**src/rtcal_pkg.sv**
```systemverilog
/*
 * Shared constants and types of the RTC alarm and load-capacitance stepping block:
 * register offsets, field positions, reset values and the stepping states.
 * Assumes a 32-bit AXI4-Lite register bus with 8-bit byte addresses.
 */
`default_nettype none

package rtcal_pkg;

   // Bus geometry
   localparam int ADDR_W = 8;
   localparam int DATA_W = 32;
   typedef logic [ADDR_W-1:0] rtcal_addr_t;
   typedef logic [DATA_W-1:0] rtcal_data_t;
   typedef logic [DATA_W/8-1:0] rtcal_strb_t;
   typedef logic [1:0] rtcal_resp_t;

   // Register byte offsets
   localparam rtcal_addr_t ADDR_CTRL = 8'h00;
   localparam rtcal_addr_t ADDR_MATCH = 8'h04;
   localparam rtcal_addr_t ADDR_TIMER = 8'h08;
   localparam rtcal_addr_t ADDR_STATE = 8'h0c;
   localparam rtcal_addr_t ADDR_IRQ_STS = 8'h10;
   localparam rtcal_addr_t ADDR_IRQ_CLR = 8'h14;
   localparam rtcal_addr_t ADDR_IRQ_EN = 8'h18;

   // Control register fields
   localparam int CTRL_W = 12;
   localparam int CTRL_AEN = 0;
   localparam int CTRL_AUTO = 1;
   localparam int CTRL_RUN = 2;
   localparam int CTRL_STEP = 3;
   localparam int CTRL_RST_RT = 4;
   localparam int CTRL_WAKE_RT = 5;
   localparam int CTRL_CAP_LSB = 8;
   localparam logic [CTRL_W-1:0] CTRL_RESET = 12'h004;

   // Load-capacitance code
   localparam int CAP_W = 4;
   localparam logic [CAP_W-1:0] CAP_MIN = 4'h0;
   localparam int STEP_CYCLES_DEF = 1024;

   // State register fields
   localparam int ST_REACHED = 4;
   localparam int ST_FLAG = 5;

   // Interrupt status, clear and enable layout
   localparam int IRQ_W = 2;
   localparam int IRQ_ALARM = 0;
   localparam int IRQ_REACHED = 1;

   // Reset values
   localparam logic [31:0] TIMER_RESET = 32'h0000_0000;
   localparam logic [31:0] MATCH_RESET = 32'hffff_ffff;

   // Bus responses
   localparam rtcal_resp_t RESP_OKAY = 2'h0;
   localparam rtcal_resp_t RESP_SLVERR = 2'h2;

   // Load-capacitance stepping states
   typedef enum logic [1:0] {
      STEP_IDLE,
      STEP_RAMP,
      STEP_DONE
   } rtcal_step_t;

endpackage

`default_nettype wire

```
**src/rtcal_top.sv**
```systemverilog
/*
 * RTC alarm compare with auto-reset and routing, plus automatic stepping of the
 * crystal load-capacitance code, behind an AXI4-Lite register slave.
 * Assumes clk_i is the RTC clock, inputs are synchronous to it, and ce_i gates all state.
 */
`timescale 1ns/1ps
`default_nettype none

module rtcal_top #(
   parameter int STEP_CYCLES = rtcal_pkg::STEP_CYCLES_DEF
) (
   input wire logic clk_i,
   input wire logic rstn_i,
   input wire logic ce_i,
   input wire rtcal_pkg::rtcal_addr_t s_axi_awaddr_i,
   input wire logic s_axi_awvalid_i,
   output logic s_axi_awready_o,
   input wire rtcal_pkg::rtcal_data_t s_axi_wdata_i,
   input wire rtcal_pkg::rtcal_strb_t s_axi_wstrb_i,
   input wire logic s_axi_wvalid_i,
   output logic s_axi_wready_o,
   output rtcal_pkg::rtcal_resp_t s_axi_bresp_o,
   output logic s_axi_bvalid_o,
   input wire logic s_axi_bready_i,
   input wire rtcal_pkg::rtcal_addr_t s_axi_araddr_i,
   input wire logic s_axi_arvalid_i,
   output logic s_axi_arready_o,
   output rtcal_pkg::rtcal_data_t s_axi_rdata_o,
   output rtcal_pkg::rtcal_resp_t s_axi_rresp_o,
   output logic s_axi_rvalid_o,
   input wire logic s_axi_rready_i,
   output logic alarm_event_flag_o,
   output logic mcu_reset_req_o,
   output logic wake_req_o,
   output logic irq_o,
   output logic [rtcal_pkg::CAP_W-1:0] load_cap_setting_o,
   output logic load_cap_reached_o
);
   import rtcal_pkg::*;

   localparam int CNT_W = $clog2(STEP_CYCLES + 1);
   localparam logic [CNT_W-1:0] CNT_LAST = CNT_W'(STEP_CYCLES - 1);

   // Refuse a stepping interval the counter cannot serve
   if (STEP_CYCLES < 1) begin : g_chk
      $error("STEP_CYCLES must be at least 1");
   end

   // Byte-lane merge of a write into a stored word
   function automatic rtcal_data_t wmerge(input rtcal_data_t old_v, input rtcal_data_t new_v,
                                          input rtcal_strb_t strb);
      rtcal_data_t res;
      res = old_v;
      for (int i = 0; i < DATA_W / 8; i++) begin
         if (strb[i]) begin
            res[i*8 +: 8] = new_v[i*8 +: 8];
         end
      end
      return res;
   endfunction

   logic aw_got_r, w_got_r, awready_r, wready_r, bvalid_r, arready_r, rvalid_r;
   rtcal_addr_t awaddr_r;
   rtcal_data_t wdata_r, rdata_r;
   rtcal_strb_t wstrb_r;
   rtcal_resp_t bresp_r, rresp_r;
   logic [CTRL_W-1:0] ctrl_r, ctrl_new;
   logic [31:0] match_r, timer_r;
   logic [IRQ_W-1:0] irq_sts_r, irq_en_r, irq_set;
   logic flag_r, rst_req_r, wake_req_r, irq_r, reached_r, alarm_hit;
   logic [CAP_W-1:0] applied_r, target;
   logic [CNT_W-1:0] step_cnt_r;
   rtcal_step_t step_r;
   logic wr_go, wr_ctrl, wr_match, wr_timer, wr_clr, wr_en, wr_map;

   // Write decode, taken once both address and data are held
   assign wr_go = aw_got_r & w_got_r & ~bvalid_r;
   assign wr_ctrl = wr_go & (awaddr_r == ADDR_CTRL);
   assign wr_match = wr_go & (awaddr_r == ADDR_MATCH);
   assign wr_timer = wr_go & (awaddr_r == ADDR_TIMER);
   assign wr_clr = wr_go & (awaddr_r == ADDR_IRQ_CLR);
   assign wr_en = wr_go & (awaddr_r == ADDR_IRQ_EN);
   assign wr_map = (awaddr_r == ADDR_CTRL) | (awaddr_r == ADDR_MATCH) |
                   (awaddr_r == ADDR_TIMER) | (awaddr_r == ADDR_IRQ_CLR) |
                   (awaddr_r == ADDR_IRQ_EN) | (awaddr_r == ADDR_STATE) |
                   (awaddr_r == ADDR_IRQ_STS);
   assign ctrl_new = CTRL_W'(wmerge(32'(ctrl_r), wdata_r, wstrb_r));
   assign target = ctrl_r[CTRL_CAP_LSB +: CAP_W]; // 4-bit code, 16 settings

   // Write channels: address and data taken in either order, response follows both
   always_ff @(posedge clk_i) begin
      if (!rstn_i) begin
         aw_got_r <= 1'b0;
         w_got_r <= 1'b0;
         awready_r <= 1'b1;
         wready_r <= 1'b1;
         bvalid_r <= 1'b0;
         bresp_r <= RESP_OKAY;
         awaddr_r <= '0;
         wdata_r <= '0;
         wstrb_r <= '0;
      end else if (ce_i) begin
         if (s_axi_awvalid_i && awready_r) begin
            aw_got_r <= 1'b1;
            awready_r <= 1'b0;
            awaddr_r <= s_axi_awaddr_i;
         end
         if (s_axi_wvalid_i && wready_r) begin
            w_got_r <= 1'b1;
            wready_r <= 1'b0;
            wdata_r <= s_axi_wdata_i;
            wstrb_r <= s_axi_wstrb_i;
         end
         if (wr_go) begin
            aw_got_r <= 1'b0;
            w_got_r <= 1'b0;
            bvalid_r <= 1'b1;
            bresp_r <= wr_map ? RESP_OKAY : RESP_SLVERR; // Read-only targets answer OKAY
         end else if (bvalid_r && s_axi_bready_i) begin
            bvalid_r <= 1'b0;
            awready_r <= 1'b1;
            wready_r <= 1'b1;
         end
      end
   end

   // Read channel: data registered on the same edge that takes the address
   always_ff @(posedge clk_i) begin
      if (!rstn_i) begin
         arready_r <= 1'b1;
         rvalid_r <= 1'b0;
         rdata_r <= '0;
         rresp_r <= RESP_OKAY;
      end else if (ce_i) begin
         if (s_axi_arvalid_i && arready_r) begin
            arready_r <= 1'b0;
            rvalid_r <= 1'b1;
            rresp_r <= RESP_OKAY;
            case (s_axi_araddr_i)
               ADDR_CTRL: rdata_r <= 32'(ctrl_r);
               ADDR_MATCH: rdata_r <= match_r;
               ADDR_TIMER: rdata_r <= timer_r;
               ADDR_STATE: rdata_r <= 32'({flag_r, reached_r, applied_r});
               ADDR_IRQ_STS: rdata_r <= 32'(irq_sts_r);
               ADDR_IRQ_EN: rdata_r <= 32'(irq_en_r);
               ADDR_IRQ_CLR: rdata_r <= '0;
               default: begin
                  rdata_r <= '0;
                  rresp_r <= RESP_SLVERR;
               end
            endcase
         end else if (rvalid_r && s_axi_rready_i) begin
            rvalid_r <= 1'b0;
            arready_r <= 1'b1;
         end
      end
   end

   // Software-written configuration: control, match value, interrupt enables
   always_ff @(posedge clk_i) begin
      if (!rstn_i) begin
         ctrl_r <= CTRL_RESET;
         match_r <= MATCH_RESET;
         irq_en_r <= '0;
      end else if (ce_i) begin
         if (wr_ctrl) begin
            ctrl_r <= ctrl_new;
         end
         if (wr_match) begin
            match_r <= wmerge(match_r, wdata_r, wstrb_r);
         end
         if (wr_en) begin
            irq_en_r <= wdata_r[IRQ_W-1:0];
         end
      end
   end

   // Exact 32-bit equality with the match value, only on a counting cycle
   assign alarm_hit = ctrl_r[CTRL_AEN] & ctrl_r[CTRL_RUN] & (timer_r == match_r);

   // Timer: +1 per cycle while CTRL_RUN is set, wraps, cleared after an auto-reset alarm
   always_ff @(posedge clk_i) begin
      if (!rstn_i) begin
         timer_r <= TIMER_RESET;
      end else if (ce_i) begin
         if (wr_timer) begin
            timer_r <= wmerge(timer_r, wdata_r, wstrb_r);
         end else if (ctrl_r[CTRL_RUN]) begin
            if (flag_r && ctrl_r[CTRL_AUTO]) begin
               timer_r <= '0;
            end else begin
               timer_r <= timer_r + 32'h1;
            end
         end
      end
   end

   // One-cycle alarm flag, dropped at once when the enable is cleared
   always_ff @(posedge clk_i) begin
      if (!rstn_i) begin
         flag_r <= 1'b0;
      end else if (ce_i) begin
         if (wr_ctrl && !ctrl_new[CTRL_AEN]) begin
            flag_r <= 1'b0;
         end else begin
            flag_r <= alarm_hit & ~flag_r; // Never two cycles in a row
         end
      end
   end

   // Routing of the alarm event to reset and wake-up requests
   always_ff @(posedge clk_i) begin
      if (!rstn_i) begin
         rst_req_r <= 1'b0;
         wake_req_r <= 1'b0;
      end else if (ce_i) begin
         rst_req_r <= flag_r & ctrl_r[CTRL_RST_RT];
         wake_req_r <= flag_r & ctrl_r[CTRL_WAKE_RT];
      end
   end

   // Sticky interrupt status; a new event wins over a clear in the same cycle
   assign irq_set = {load_cap_hit_rise(applied_r, target, reached_r), flag_r};

   function automatic logic load_cap_hit_rise(input logic [CAP_W-1:0] a,
                                              input logic [CAP_W-1:0] t, input logic r);
      return (a == t) & ~r;
   endfunction

   always_ff @(posedge clk_i) begin
      if (!rstn_i) begin
         irq_sts_r <= '0;
         irq_r <= 1'b0;
      end else if (ce_i) begin
         irq_sts_r <= (irq_sts_r & ~(wr_clr ? wdata_r[IRQ_W-1:0] : '0)) | irq_set;
         irq_r <= |(irq_sts_r & irq_en_r);
      end
   end

   // Load-capacitance stepping: ramp from the smallest code up to the programmed one
   always_ff @(posedge clk_i) begin
      if (!rstn_i) begin
         step_r <= STEP_IDLE;
         applied_r <= CAP_MIN;
         step_cnt_r <= '0;
      end else if (ce_i) begin
         case (step_r)
            STEP_IDLE: begin
               step_cnt_r <= '0;
               if (ctrl_r[CTRL_STEP]) begin
                  applied_r <= CAP_MIN;
                  step_r <= STEP_RAMP;
               end else begin
                  applied_r <= target;
               end
            end
            STEP_RAMP: begin
               if (!ctrl_r[CTRL_STEP]) begin
                  step_r <= STEP_IDLE;
               end else if (applied_r == target) begin
                  step_r <= STEP_DONE;
               end else if (applied_r > target) begin
                  applied_r <= CAP_MIN;
                  step_cnt_r <= '0;
               end else if (step_cnt_r == CNT_LAST) begin
                  applied_r <= applied_r + 4'h1;
                  step_cnt_r <= '0;
               end else begin
                  step_cnt_r <= step_cnt_r + CNT_W'(1);
               end
            end
            STEP_DONE: begin
               step_cnt_r <= '0;
               if (!ctrl_r[CTRL_STEP]) begin
                  step_r <= STEP_IDLE;
               end else if (applied_r != target) begin
                  step_r <= STEP_RAMP;
               end
            end
            default: step_r <= STEP_IDLE;
         endcase
      end
   end

   // Reached flag follows the comparison of applied and programmed codes
   always_ff @(posedge clk_i) begin
      if (!rstn_i) begin
         reached_r <= 1'b0;
      end else if (ce_i) begin
         reached_r <= (applied_r == target);
      end
   end

   // Outputs straight from flip-flops
   assign s_axi_awready_o = awready_r;
   assign s_axi_wready_o = wready_r;
   assign s_axi_bvalid_o = bvalid_r;
   assign s_axi_bresp_o = bresp_r;
   assign s_axi_arready_o = arready_r;
   assign s_axi_rvalid_o = rvalid_r;
   assign s_axi_rdata_o = rdata_r;
   assign s_axi_rresp_o = rresp_r;
   assign alarm_event_flag_o = flag_r;
   assign mcu_reset_req_o = rst_req_r;
   assign wake_req_o = wake_req_r;
   assign irq_o = irq_r;
   assign load_cap_setting_o = applied_r;
   assign load_cap_reached_o = reached_r;
endmodule // rtcal_top

`default_nettype wire

```
**config.mk**
```make
export PLATFORM = sky130hd
export DESIGN_NAME = rtcal_top
export DESIGN_NICKNAME = d
export VERILOG_FILES = /design/src/rtcal_pkg.sv /design/src/rtcal_top.sv
export SDC_FILE = /design/constraint.sdc
export NUM_CORES = 1
export LEC_CHECK = 0
export ABC_CLOCK_PERIOD_IN_PS = 2300
export BUFFER_PORTS_ARGS = -buffer_cell sky130_fd_sc_hd__clkbuf_2
export CAP_MARGIN = 5
export CORE_UTILIZATION = 53
export DETAILED_ROUTE_END_ITERATION = 16
export PLACE_DENSITY = 0.87
export SYNTH_ARGS = -nofsm -noshare
export SYNTH_HDL_FRONTEND = slang
export SYNTH_SLANG_ARGS = --single-unit
```
**constraint.sdc**
```tcl
create_clock -name clk_i -period 2.3 [get_ports clk_i]
set_input_delay 0.345 -clock clk_i [delete_from_list [all_inputs] [get_ports clk_i]]
set_output_delay 0.345 -clock clk_i [all_outputs]
set_load 0.005 [all_outputs]
```
; After elaboration in Yosys (flattened, before gate mapping)
; Cells that the tools add are included.
; W data, S select, Z words.
[totals]
regBits = 189
inputBits = 60
[op_classes]
add_sub_neg = 3
magnitude_cmp = 1
eq_ne = 28
muxes = 46
n_bitwise = 26
reduce_logical = 44
[ops]
columns = cell, n
row1 = $pmux W32 S6, 1
row2 = $mux W32, 3
row3 = $eq A8 B5 Y1 const B, 6
row4 = $mux W11, 4
row5 = $add A32 B1 Y32 const B, 1
row6 = $eq A32 B32 Y1, 1
row7 = $eq A8 B4 Y1 const B, 4
row8 = $mux W8, 4
row9 = $reduce_and A3 Y1, 10
row10 = $pmux W11 S2, 1
row11 = $mux W4, 5
row12 = $reduce_and A2 Y1, 10
row13 = $mux W1, 18
row14 = $eq A8 B3 Y1 const B, 2
row15 = $logic_not A8 Y1, 2
row16 = $mux W2, 8
row17 = $ne A2 B2 Y1 const B, 7
row18 = $reduce_bool A2 Y1, 7
row19 = $and A1 B1 Y1, 13
row20 = $add A11 B1 Y11 const B, 1
row21 = $eq A11 B10 Y1 const B, 1
row22 = $ne A3 B3 Y1 const B, 3
row23 = $pmux W4 S2, 1
row24 = $reduce_and A4 Y1, 2
row25 = other kinds (18), 33

; Logic depth before layout (Yosys ltp)
; Gate-level depths: netlist of run 1.
[logic_depth]
depth_word = 8
ltp_mapped = 9
mapped_depth_nobuf = 8

; Worst setup path after synthesis of run 1
; No wires, ideal clock.
[synth_path]
kind = register -> register
startpoint = reg timer_r[8]
endpoint = reg timer_r[29]
setup_time_ps = 117
arrival_ps = 2133
t_required_ps = 2183
path_slack_ps = 49
path_stages_with_launch = 9
path_buffers = 2
cell_sequence = dfxtp_1 > buf_2 > nand3_2 > or4_1 > buf_2 > or4_4 > o21ai_1 > nand2_1 > a32o_1
[synth_between]
elab_chain_cells = 4
[synth_lines]
columns = element, line
row1 = "start, declared", rtcal_top.sv:68  ; logic [31:0] match_r, timer_r;
row2 = "start signal, assigned", rtcal_top.sv:187  ; timer_r <= wmerge(timer_r, wdata_r, wstrb_r);
row3 = "start signal, assigned", rtcal_top.sv:192  ; timer_r <= timer_r + 32'h1;
row4 = $add A32 B1 Y32, rtcal_top.sv:192
row5 = $mux W32, rtcal_top.sv:189  ; if (flag_r && ctrl_r[CTRL_AUTO]) begin
row6 = $mux W32, rtcal_top.sv:188  ; end else if (ctrl_r[CTRL_RUN]) begin
row7 = $mux W32, rtcal_top.sv:186  ; if (wr_timer) begin
; No other way between the ends. The select of a mux whose other input is x is not followed.
; A chain may end at the register's enable or synchronous reset.

; Worst setup path after layout of run 1
[layout_path]
startpoint = reg timer_r[4]
endpoint = reg timer_r[16]
; The elaborated chain is that of the path after synthesis.

==> results.md, run 1 <==
- Post-CTS setup buffers: 0
- Placed Area: around 10000 um2
- Synth top cells by count: 234 x nand2_1, 187 x dfxtp_1, 112 x a21oi_1
- Post-synth EDFFs: 0
- Async set-reset flop share out of synthesis: 0%
- Flops & latches, synth: 187
- Vias in the first global route: 7863
- Req. time, crit path: around 2.7 ns
- Pin count of the biggest net entering global routing: 78
- Die area: roughly 17000 um2
- Levels on crit path: 6
- Distinct cells, synth: 62
- Initial Utilization: 54.8%
- Power Density: 660 nW/um2
- Mean area per synthesized cell: 7.79 um2
- Clock H-tree levels: 4
- Logic pwr share: roughly 6.4%
- DR WL met2: about 11000 um
- First-pass GRT wire length: 40800 um
- Hold Crit Class: in -> reg
- Detailed Routing Iterations Pass 1: 8
- Cell count after synthesis: 1130
- Residual DRC: 0
- DRT antenna net count: 0
- Clk_skew: 0.00967 ns
- Critical Path Fanout Max: 7
- CTS tree: built
- Aggregate global routing overflow: 0
- Number of fill cells in the layout: 1351
- Minimum clock period: 2.18 ns
- Max cap viols: 0
- Post-Syn Area: 8800 um2
- HPWL after DPL: 18600 um
- Final Hold Viols: 0
- Sw Share: 24.1%
- Rel. slew slack: between 20% and 30%
- R2R cell count: 6
- 1st-iter DRT viols: between 1000 and 1500
- Die width: 131 um
- Via count: between 8000 and 9000
- Tcrit/Tclk final: 95.0%
- PostCTS Resize Cnt: 0
- Worst R2R Setup Slack: ~0.12 ns
- CTS buffer count: 17
- M1 WL: 10800 um
- Setup crit start: timer_r[4]$_SDFFE_PN0P_
- Sequential area share after synthesis: 42.5%
- Arr. time, crit path: 2.54 ns
- IO Pins: 110
- Ant diodes: 0
- Reg power frac: around half
- Worst-case clock buffer depth: 2
- Post-synth top flop: dfxtp_1
- Routed wire per std cell: 17.7 um
- Worst Tran Pin Value: 1.15 ns
- WP buf/inv: 0
- Layout cells sized above 1: 17.9%
- Count of pins over their slew limit: 0
- Tot GR Track Use: a little under a third
- Count leader, synth: nand2_1
- Vias per cell: about 6
- Clock Root Buffer: clkbuf_16
- Synth-to-layout area growth: 18.3%
- Reg clk slew, reported paths: 0.07 ns
- CP cell instances: nand4_1 -> or3_1 -> or4_1 -> nor3_1 -> a21oi_1 -> o22ai_1
- FF-to-FF End: timer_r[16]$_SDFFE_PN0P_
- Length of routed met3 wiring: roughly 3100 um
- Peak VDD IR: 0.000558 V
- Yosys top cell by area: dfxtp_1
- Critical Path Sink: timer_r[16]$_SDFFE_PN0P_
- Max stage delay cell, worst path: dfxtp_1
- Critical path type: reg -> reg
- Antenna violations before repair: 0
- Fin util: 64.8%
- # setup viols final: 0
- Floorplan core area: 16100 um2
- R2r startpoint: timer_r[4]$_SDFFE_PN0P_
- Highest routed layer: met4
- RSZ-0062 raised after global routing: false
- Endpoint type of the worst setup path: register
- Slowest stage delay, CP: 0.52 ns
- Hold_buf cts: 0
- Post-Route WL: 26000 um
- Min-Delay Path Depth: 3
- Sw Pwr: 1.65 mW
- Synth warnings: 0
- Final cell count without fillers: 1467
- Max Freq: 0.458 GHz
- Nets@finish: roughly 1300
- CP delay by family, top: simple AND/OR/NAND/NOR gates
- Clk_lat worst skew: 0.44 ns
- Crit path launch type: register
- Top cells by area, synth: dfxtp_1 43%, nand2_1 10%, a21oi_1 6.4%
- Clock power share: about 44%
- # clock sinks: roughly 190
- Die height: around 130 um
- Status: finished, final reports clean
- Static leakage: 3.98 nW
- Gp weighted congestion: 1.03
- IO buf count: 107
- Post-synth top area share: between 40% and 50%
- Placed Cells: 1435
- # rows: 46
- Pint: about 5.2 mW
- Cell area after layout: 10400 um2
[metal layers]
| layer | global-route usage [%] | vias to the layer above |
|---|---|---|
| met3 | 6.03 | 67 |
| met4 | 12.0 | 0 |
| met1 | 44.1 | 4011 |
| li1 | - | 4223 |
| met2 | 46.5 | 503 |
| met5 | 0 | - |
[cell type report]
cell class / count / area, um2 / share of cell area, %
clock buffer: 19 / 443 / 4.25
clock inverter: 13 / 165 / 1.59
multi-input combinational: 844 / 4670 / 44.9
timing repair buffer: 174 / 1060 / 10.2
tap: 216 / 270 / 2.60
sequential: 187 / 3740 / 36.0
inverter: 14 / 52.6 / 0.505
[cell usage in the layout, fill, tap and decap left out, types with 4 or more instances in the layout]
master | netlist | routed
o32ai_1 | 4 | 4
a21o_1 | 4 | 4
and3_1 | 6 | 6
nand2_1 | 234 | 234
o2bb2ai_1 | 6 | 6
nand3_1 | 67 | 67
a22oi_1 | 50 | 50
nor2b_1 | 5 | 5
clkbuf_2 | 0 | 107
nor3_1 | 21 | 20
a211oi_1 | 6 | 6
and2_1 | 7 | 7
or3_1 | 7 | 7
mux2i_1 | 16 | 16
nor2_1 | 75 | 75
o41ai_1 | 4 | 4
nand4_1 | 13 | 13
xor2_1 | 35 | 35
nor4_1 | 18 | 18
dfxtp_1 | 187 | 187
buf_4 | 3 | 65
xnor2_1 | 12 | 12
clkbuf_16 | 0 | 17
ha_1 | 7 | 7
a31oi_1 | 4 | 4
a221oi_1 | 6 | 6
inv_1 | 14 | 13
o21ai_1 | 6 | 6
a32oi_1 | 4 | 4
o211ai_1 | 8 | 8
o21ai_0 | 50 | 50
a21oi_1 | 112 | 112
o22ai_1 | 10 | 10
[worst reg2reg max path, cell delays in order, from the launching register on]
cell	delay, ns
dfxtp_1	0.52
nand4_1	0.31
or3_1	0.46
or4_1	0.47
nor3_1	0.16
a21oi_1	0.06
o22ai_1	0.15
[kinds of logic after synthesis]
family                   synth area share (%)
AND/OR/NAND/NOR                          24.9
AO/OA/AOI/OAI                            20.5
flip-flops                               42.5
buffers and inverters                    4.52
XOR/XNOR                                 4.68
multiplexers                             1.82
adder cells (fa/ha/maj)                 0.995
other                                  0.0426
[registers in the layout, indices dropped and copies added (netlist names), 4 cells and up]
name and flops:
s_axi_rdata_o 32, wstrb_r 4, step_cnt_r 11, awaddr_r 8
load_cap_setting_o 4, match_r 32, timer_r 32, ctrl_r 12
wdata_r 32
[power groups by stage]
stage / Clock [mW] / Sequential [mW] / Combinational, mW
after floorplan: 0 / 3.42 / 0.268
after global placement: 0 / 3.45 / 0.420
after detailed placement: 0 / 3.45 / 0.431
after CTS: 3.08 / 3.38 / 0.436
after global routing: 3.21 / 3.39 / 0.484
final: 3.05 / 3.39 / 0.440
[through the flow]
step	hold WS [ns]	TNS, ns	power [mW]	setup slack [ns]
global route	0.116	0	7.08	0.00537
finish	0.124	0	6.87	0.115
detailed placement	0.440	-0.00760	3.88	-0.00760
floorplan	0.412	0	3.69	0.0493
global placement	0.419	0	3.87	0.101
CTS	0.109	0	6.89	0.0803
[how the worst min path moves through the flow]
| stage | startpoint | to | slack, ns |
|---|---|---|---|
| final | s_axi_wstrb_i[3] | wstrb_r[3]$_SDFFE_PN0P_ | 0.12 |
| after CTS | s_axi_wstrb_i[3] | wstrb_r[3]$_SDFFE_PN0P_ | 0.11 |
| after floorplan | step_cnt_r[10]$_SDFFE_PN0P_ | step_cnt_r[10]$_SDFFE_PN0P_ | 0.41 |
| after global routing | s_axi_wdata_i[26] | wdata_r[26]$_SDFFE_PN0P_ | 0.12 |
| after global placement | step_cnt_r[10]$_SDFFE_PN0P_ | step_cnt_r[10]$_SDFFE_PN0P_ | 0.42 |
| after detailed placement | step_cnt_r[10]$_SDFFE_PN0P_ | step_cnt_r[10]$_SDFFE_PN0P_ | 0.44 |
(Power assumes the default switching activity.)
==> run 2, diff against run 1 <==
==> config.mk (replaced) <==
export PLATFORM = sky130hd
export DESIGN_NAME = rtcal_top
export DESIGN_NICKNAME = d
export VERILOG_FILES = /design/src/rtcal_pkg.sv /design/src/rtcal_top.sv
export SDC_FILE = /design/constraint.sdc
export NUM_CORES = 1
export LEC_CHECK = 0
export ABC_CLOCK_PERIOD_IN_PS = 2600
export BUFFER_PORTS_ARGS = -buffer_cell sky130_fd_sc_hd__clkbuf_2
export CAP_MARGIN = 5
export CELL_PAD_IN_SITES_DETAIL_PLACEMENT = 2
export CELL_PAD_IN_SITES_GLOBAL_PLACEMENT = 2
export CORE_ASPECT_RATIO = 0.5
export CORE_UTILIZATION = 37
export DETAILED_ROUTE_END_ITERATION = 16
export PLACE_DENSITY = 0.95
export SYNTH_ARGS = -nofsm -noshare
export SYNTH_HDL_FRONTEND = slang
export SYNTH_SLANG_ARGS = --single-unit
==> constraint.sdc (replaced) <==
create_clock -name clk_i -period 2.6 [get_ports clk_i]
set_input_delay 0.39 -clock clk_i [delete_from_list [all_inputs] [get_ports clk_i]]
set_output_delay 0.39 -clock clk_i [all_outputs]
set_load 0.005 [all_outputs]
==> run 2 against run 1 <==
- the run now ends with DRC left
- via count increased by 17%
- global-route usage is 9.0 points higher
- sequential power shrank 11%
- sequential share of layout area shrank 0.11 points
- sequential cell count unchanged
- final area grew 0.30%
- critical path depth is 2 higher
- clock power decreased by 5%
- wire length up 87%
- largest power group unchanged
- largest cell class unchanged
- critical endpoint is now step_cnt_r[5]$_SDFFE_PN0P_
==> results.md, run 2 (synthesized netlist as in run 1, its figures left out) <==
- Peak VDD IR: 0.000498 V (-11%)
- Pwr Total: 6.38 mW (-7.2%)
- Gp weighted congestion: 0.891 (-13%)
- Final Hold Viols: 0 (unchanged)
- # clock sinks: 187 (unchanged)
- Req. time, crit path: 2.94 ns (+0.28 ns)
- Post-Route WL: 48500 um (+87%)
- HPWL after DPL: 30000 um (+61%)
- Initial Utilization: 38.1% (-17 points)
- Commonest non-fill, non-tap cell in the layout: nand2_1
- Fin util: 45.2% (-20 points)
- CTS tree: built
- Setup ws final: 0.00138 ns (-0.114 ns)
- # rows: 39 (-15%)
- Setup WS pre-CTS: -0.118 ns (-0.111 ns)
- Power Density: 611 nW/um2 (-7.5%)
- Max Freq: 0.385 GHz (-16%)
- Worst Tran Pin Value: 0.756 ns (-0.394 ns)
- Die width: 220 um (+68%)
- Static leakage: 3.89 nW (-2.2%)
- Tot GR Track Use: 40.2% (+9.0 points)
- Aggregate global routing overflow: 0 (unchanged)
- Via count: 10332 (+17%)
- Worst-case clock buffer depth: 2 (unchanged)
- Tcrit/Tclk final: 99.9% (+5.0 points)
- IO buf count: 107 (unchanged)
- Rel. slew slack: 48.9% (+26 points)
- Pin count of the biggest net entering global routing: 78 (unchanged)
- Die height: 111 um (-15%)
- Failing checks: DRC
- Arr. time, crit path: 2.94 ns (+0.40 ns)
- Max cap viols: 0 (unchanged)
- Residual DRC: 4 (+4)
- Detailed Routing Iterations Pass 1: 12 (+4)
- Endpoint type of the worst setup path: register
- CTS buffer count: 17 (unchanged)
- RSZ-0062 raised after global routing: false
- Crit path launch type: register
- Clk_skew: 0.0120 ns (+0.00233 ns)
- M1 WL: 18800 um (+74%)
- DRT antenna net count: 0 (unchanged)
- IO Pins: 110 (unchanged)
- Die area: 24400 um2 (+43%)
- Vias per cell: 6.71 (+12%)
- Critical Path Fanout Max: 9 (+2)
- Ant diodes: 0 (unchanged)
- Worst hold path startpoint: s_axi_wstrb_i[3]
- R2r startpoint: ctrl_r[11]$_SDFFE_PN0P_
- Clk_lat worst skew: 0.47 ns (+0.03 ns)
- Setup crit start: ctrl_r[11]$_SDFFE_PN0P_
- First-pass GRT wire length: 72900 um (+79%)
- Critical path type: reg -> reg
- Length of routed met3 wiring: 4260 um (+38%)
- Layout cells sized above 1: 17.0% (-0.86 points)
- Nets@finish: 1287 (-1.4%)
- Antenna violations before repair: 0 (unchanged)
- 1st-iter DRT viols: 1297 (+11%)
- Vias in the first global route: 11103 (+41%)
- Post-CTS setup buffers: 0 (unchanged)
- Minimum clock period: 2.60 ns (+0.414 ns)
- # setup viols final: 0 (unchanged)
- Most frequent cells in the layout: 234 x nand2_1, 187 x dfxtp_1, 111 x a21oi_1
- Reg clk slew, reported paths: 0.08 ns (about the same)
- Clock H-tree levels: 4 (unchanged)
- Floorplan core area: 23100 um2 (+44%)
- Status: finished, violations left
- Highest routed layer: met4
- Synth-to-layout area growth: 18.7%
- Routed wire per std cell: 31.5 um (+78%)
- DR WL met2: 22500 um (+98%)
- Hold_buf cts: 0 (unchanged)
- Hold Crit Class: in -> reg
- Clock Root Buffer: clkbuf_16
- Count of pins over their slew limit: 0 (unchanged)
==> run 2: per-layer routing <==
metal | up-vias | track usage [%]
li1 | 4177 | -
met1 | 5183 | 48.8
met2 | 713 | 63.9
met3 | 259 | 10.3
met4 | 0 | 23.8
met5 | - | 0
==> run 2: timing repair <==
action	CTS	global route
gates resized for setup	3	4
hold endpoints to repair	0	0
setup endpoints to repair	11	5
==> run 2: final cells by class <==
cell class | instances | area, um2
Clock buffer | 18 | 439
Clock inverter | 13 | 170
Fill cell | 2534 | 12600
Inverter | 14 | 52.6
Multi-Input combinational cell | 844 | 4700
Sequential cell | 187 | 3740
Tap cell | 307 | 384
Timing Repair Buffer | 156 | 953
==> run 2: final timing paths <==
check                                   end  slack [ns]  depth (start not counted)
min reg2reg  s_axi_rdata_o[23]$_SDFFE_PN0P_        0.46                          2
max              step_cnt_r[5]$_SDFFE_PN0P_       0.001                          8
max reg2reg      step_cnt_r[5]$_SDFFE_PN0P_       0.001                          8
min                 wstrb_r[3]$_SDFFE_PN0P_        0.14                          3
==> run 2: where the power goes <==
part           internal, mW  leakage, nW  switching, mW
clock network          1.54        0.294           1.34
registers              2.92         1.52         0.0884
logic                 0.150         2.08          0.332
total                  4.61         3.89           1.77
==> run 2: stage by stage <==
| stage | area, um2 | cells | TNS [ns] | hold slack [ns] |
|---|---|---|---|---|
| after floorplan | 8800 | 1131 | 0 | 0.412 |
| after CTS | 10400 | 1539 | 0 | 0.133 |
| after global placement | 9810 | 1508 | 0 | 0.423 |
| after detailed placement | 9810 | 1508 | -1.02 | 0.454 |
| after global routing | 10400 | 1539 | 0 | 0.147 |
| final | 10400 | 1539 | 0 | 0.145 |
==> run 2: worst max-delay path: stages, from the launching register on <==
cell	delay [ns]
dfxtp_1	0.46
inv_1	0.11
ha_1	0.36
nand4_1	0.18
nand3b_1	0.23
a21oi_1	0.45
o21ai_0	0.20
nand2_1	0.34
nor2_1	0.14
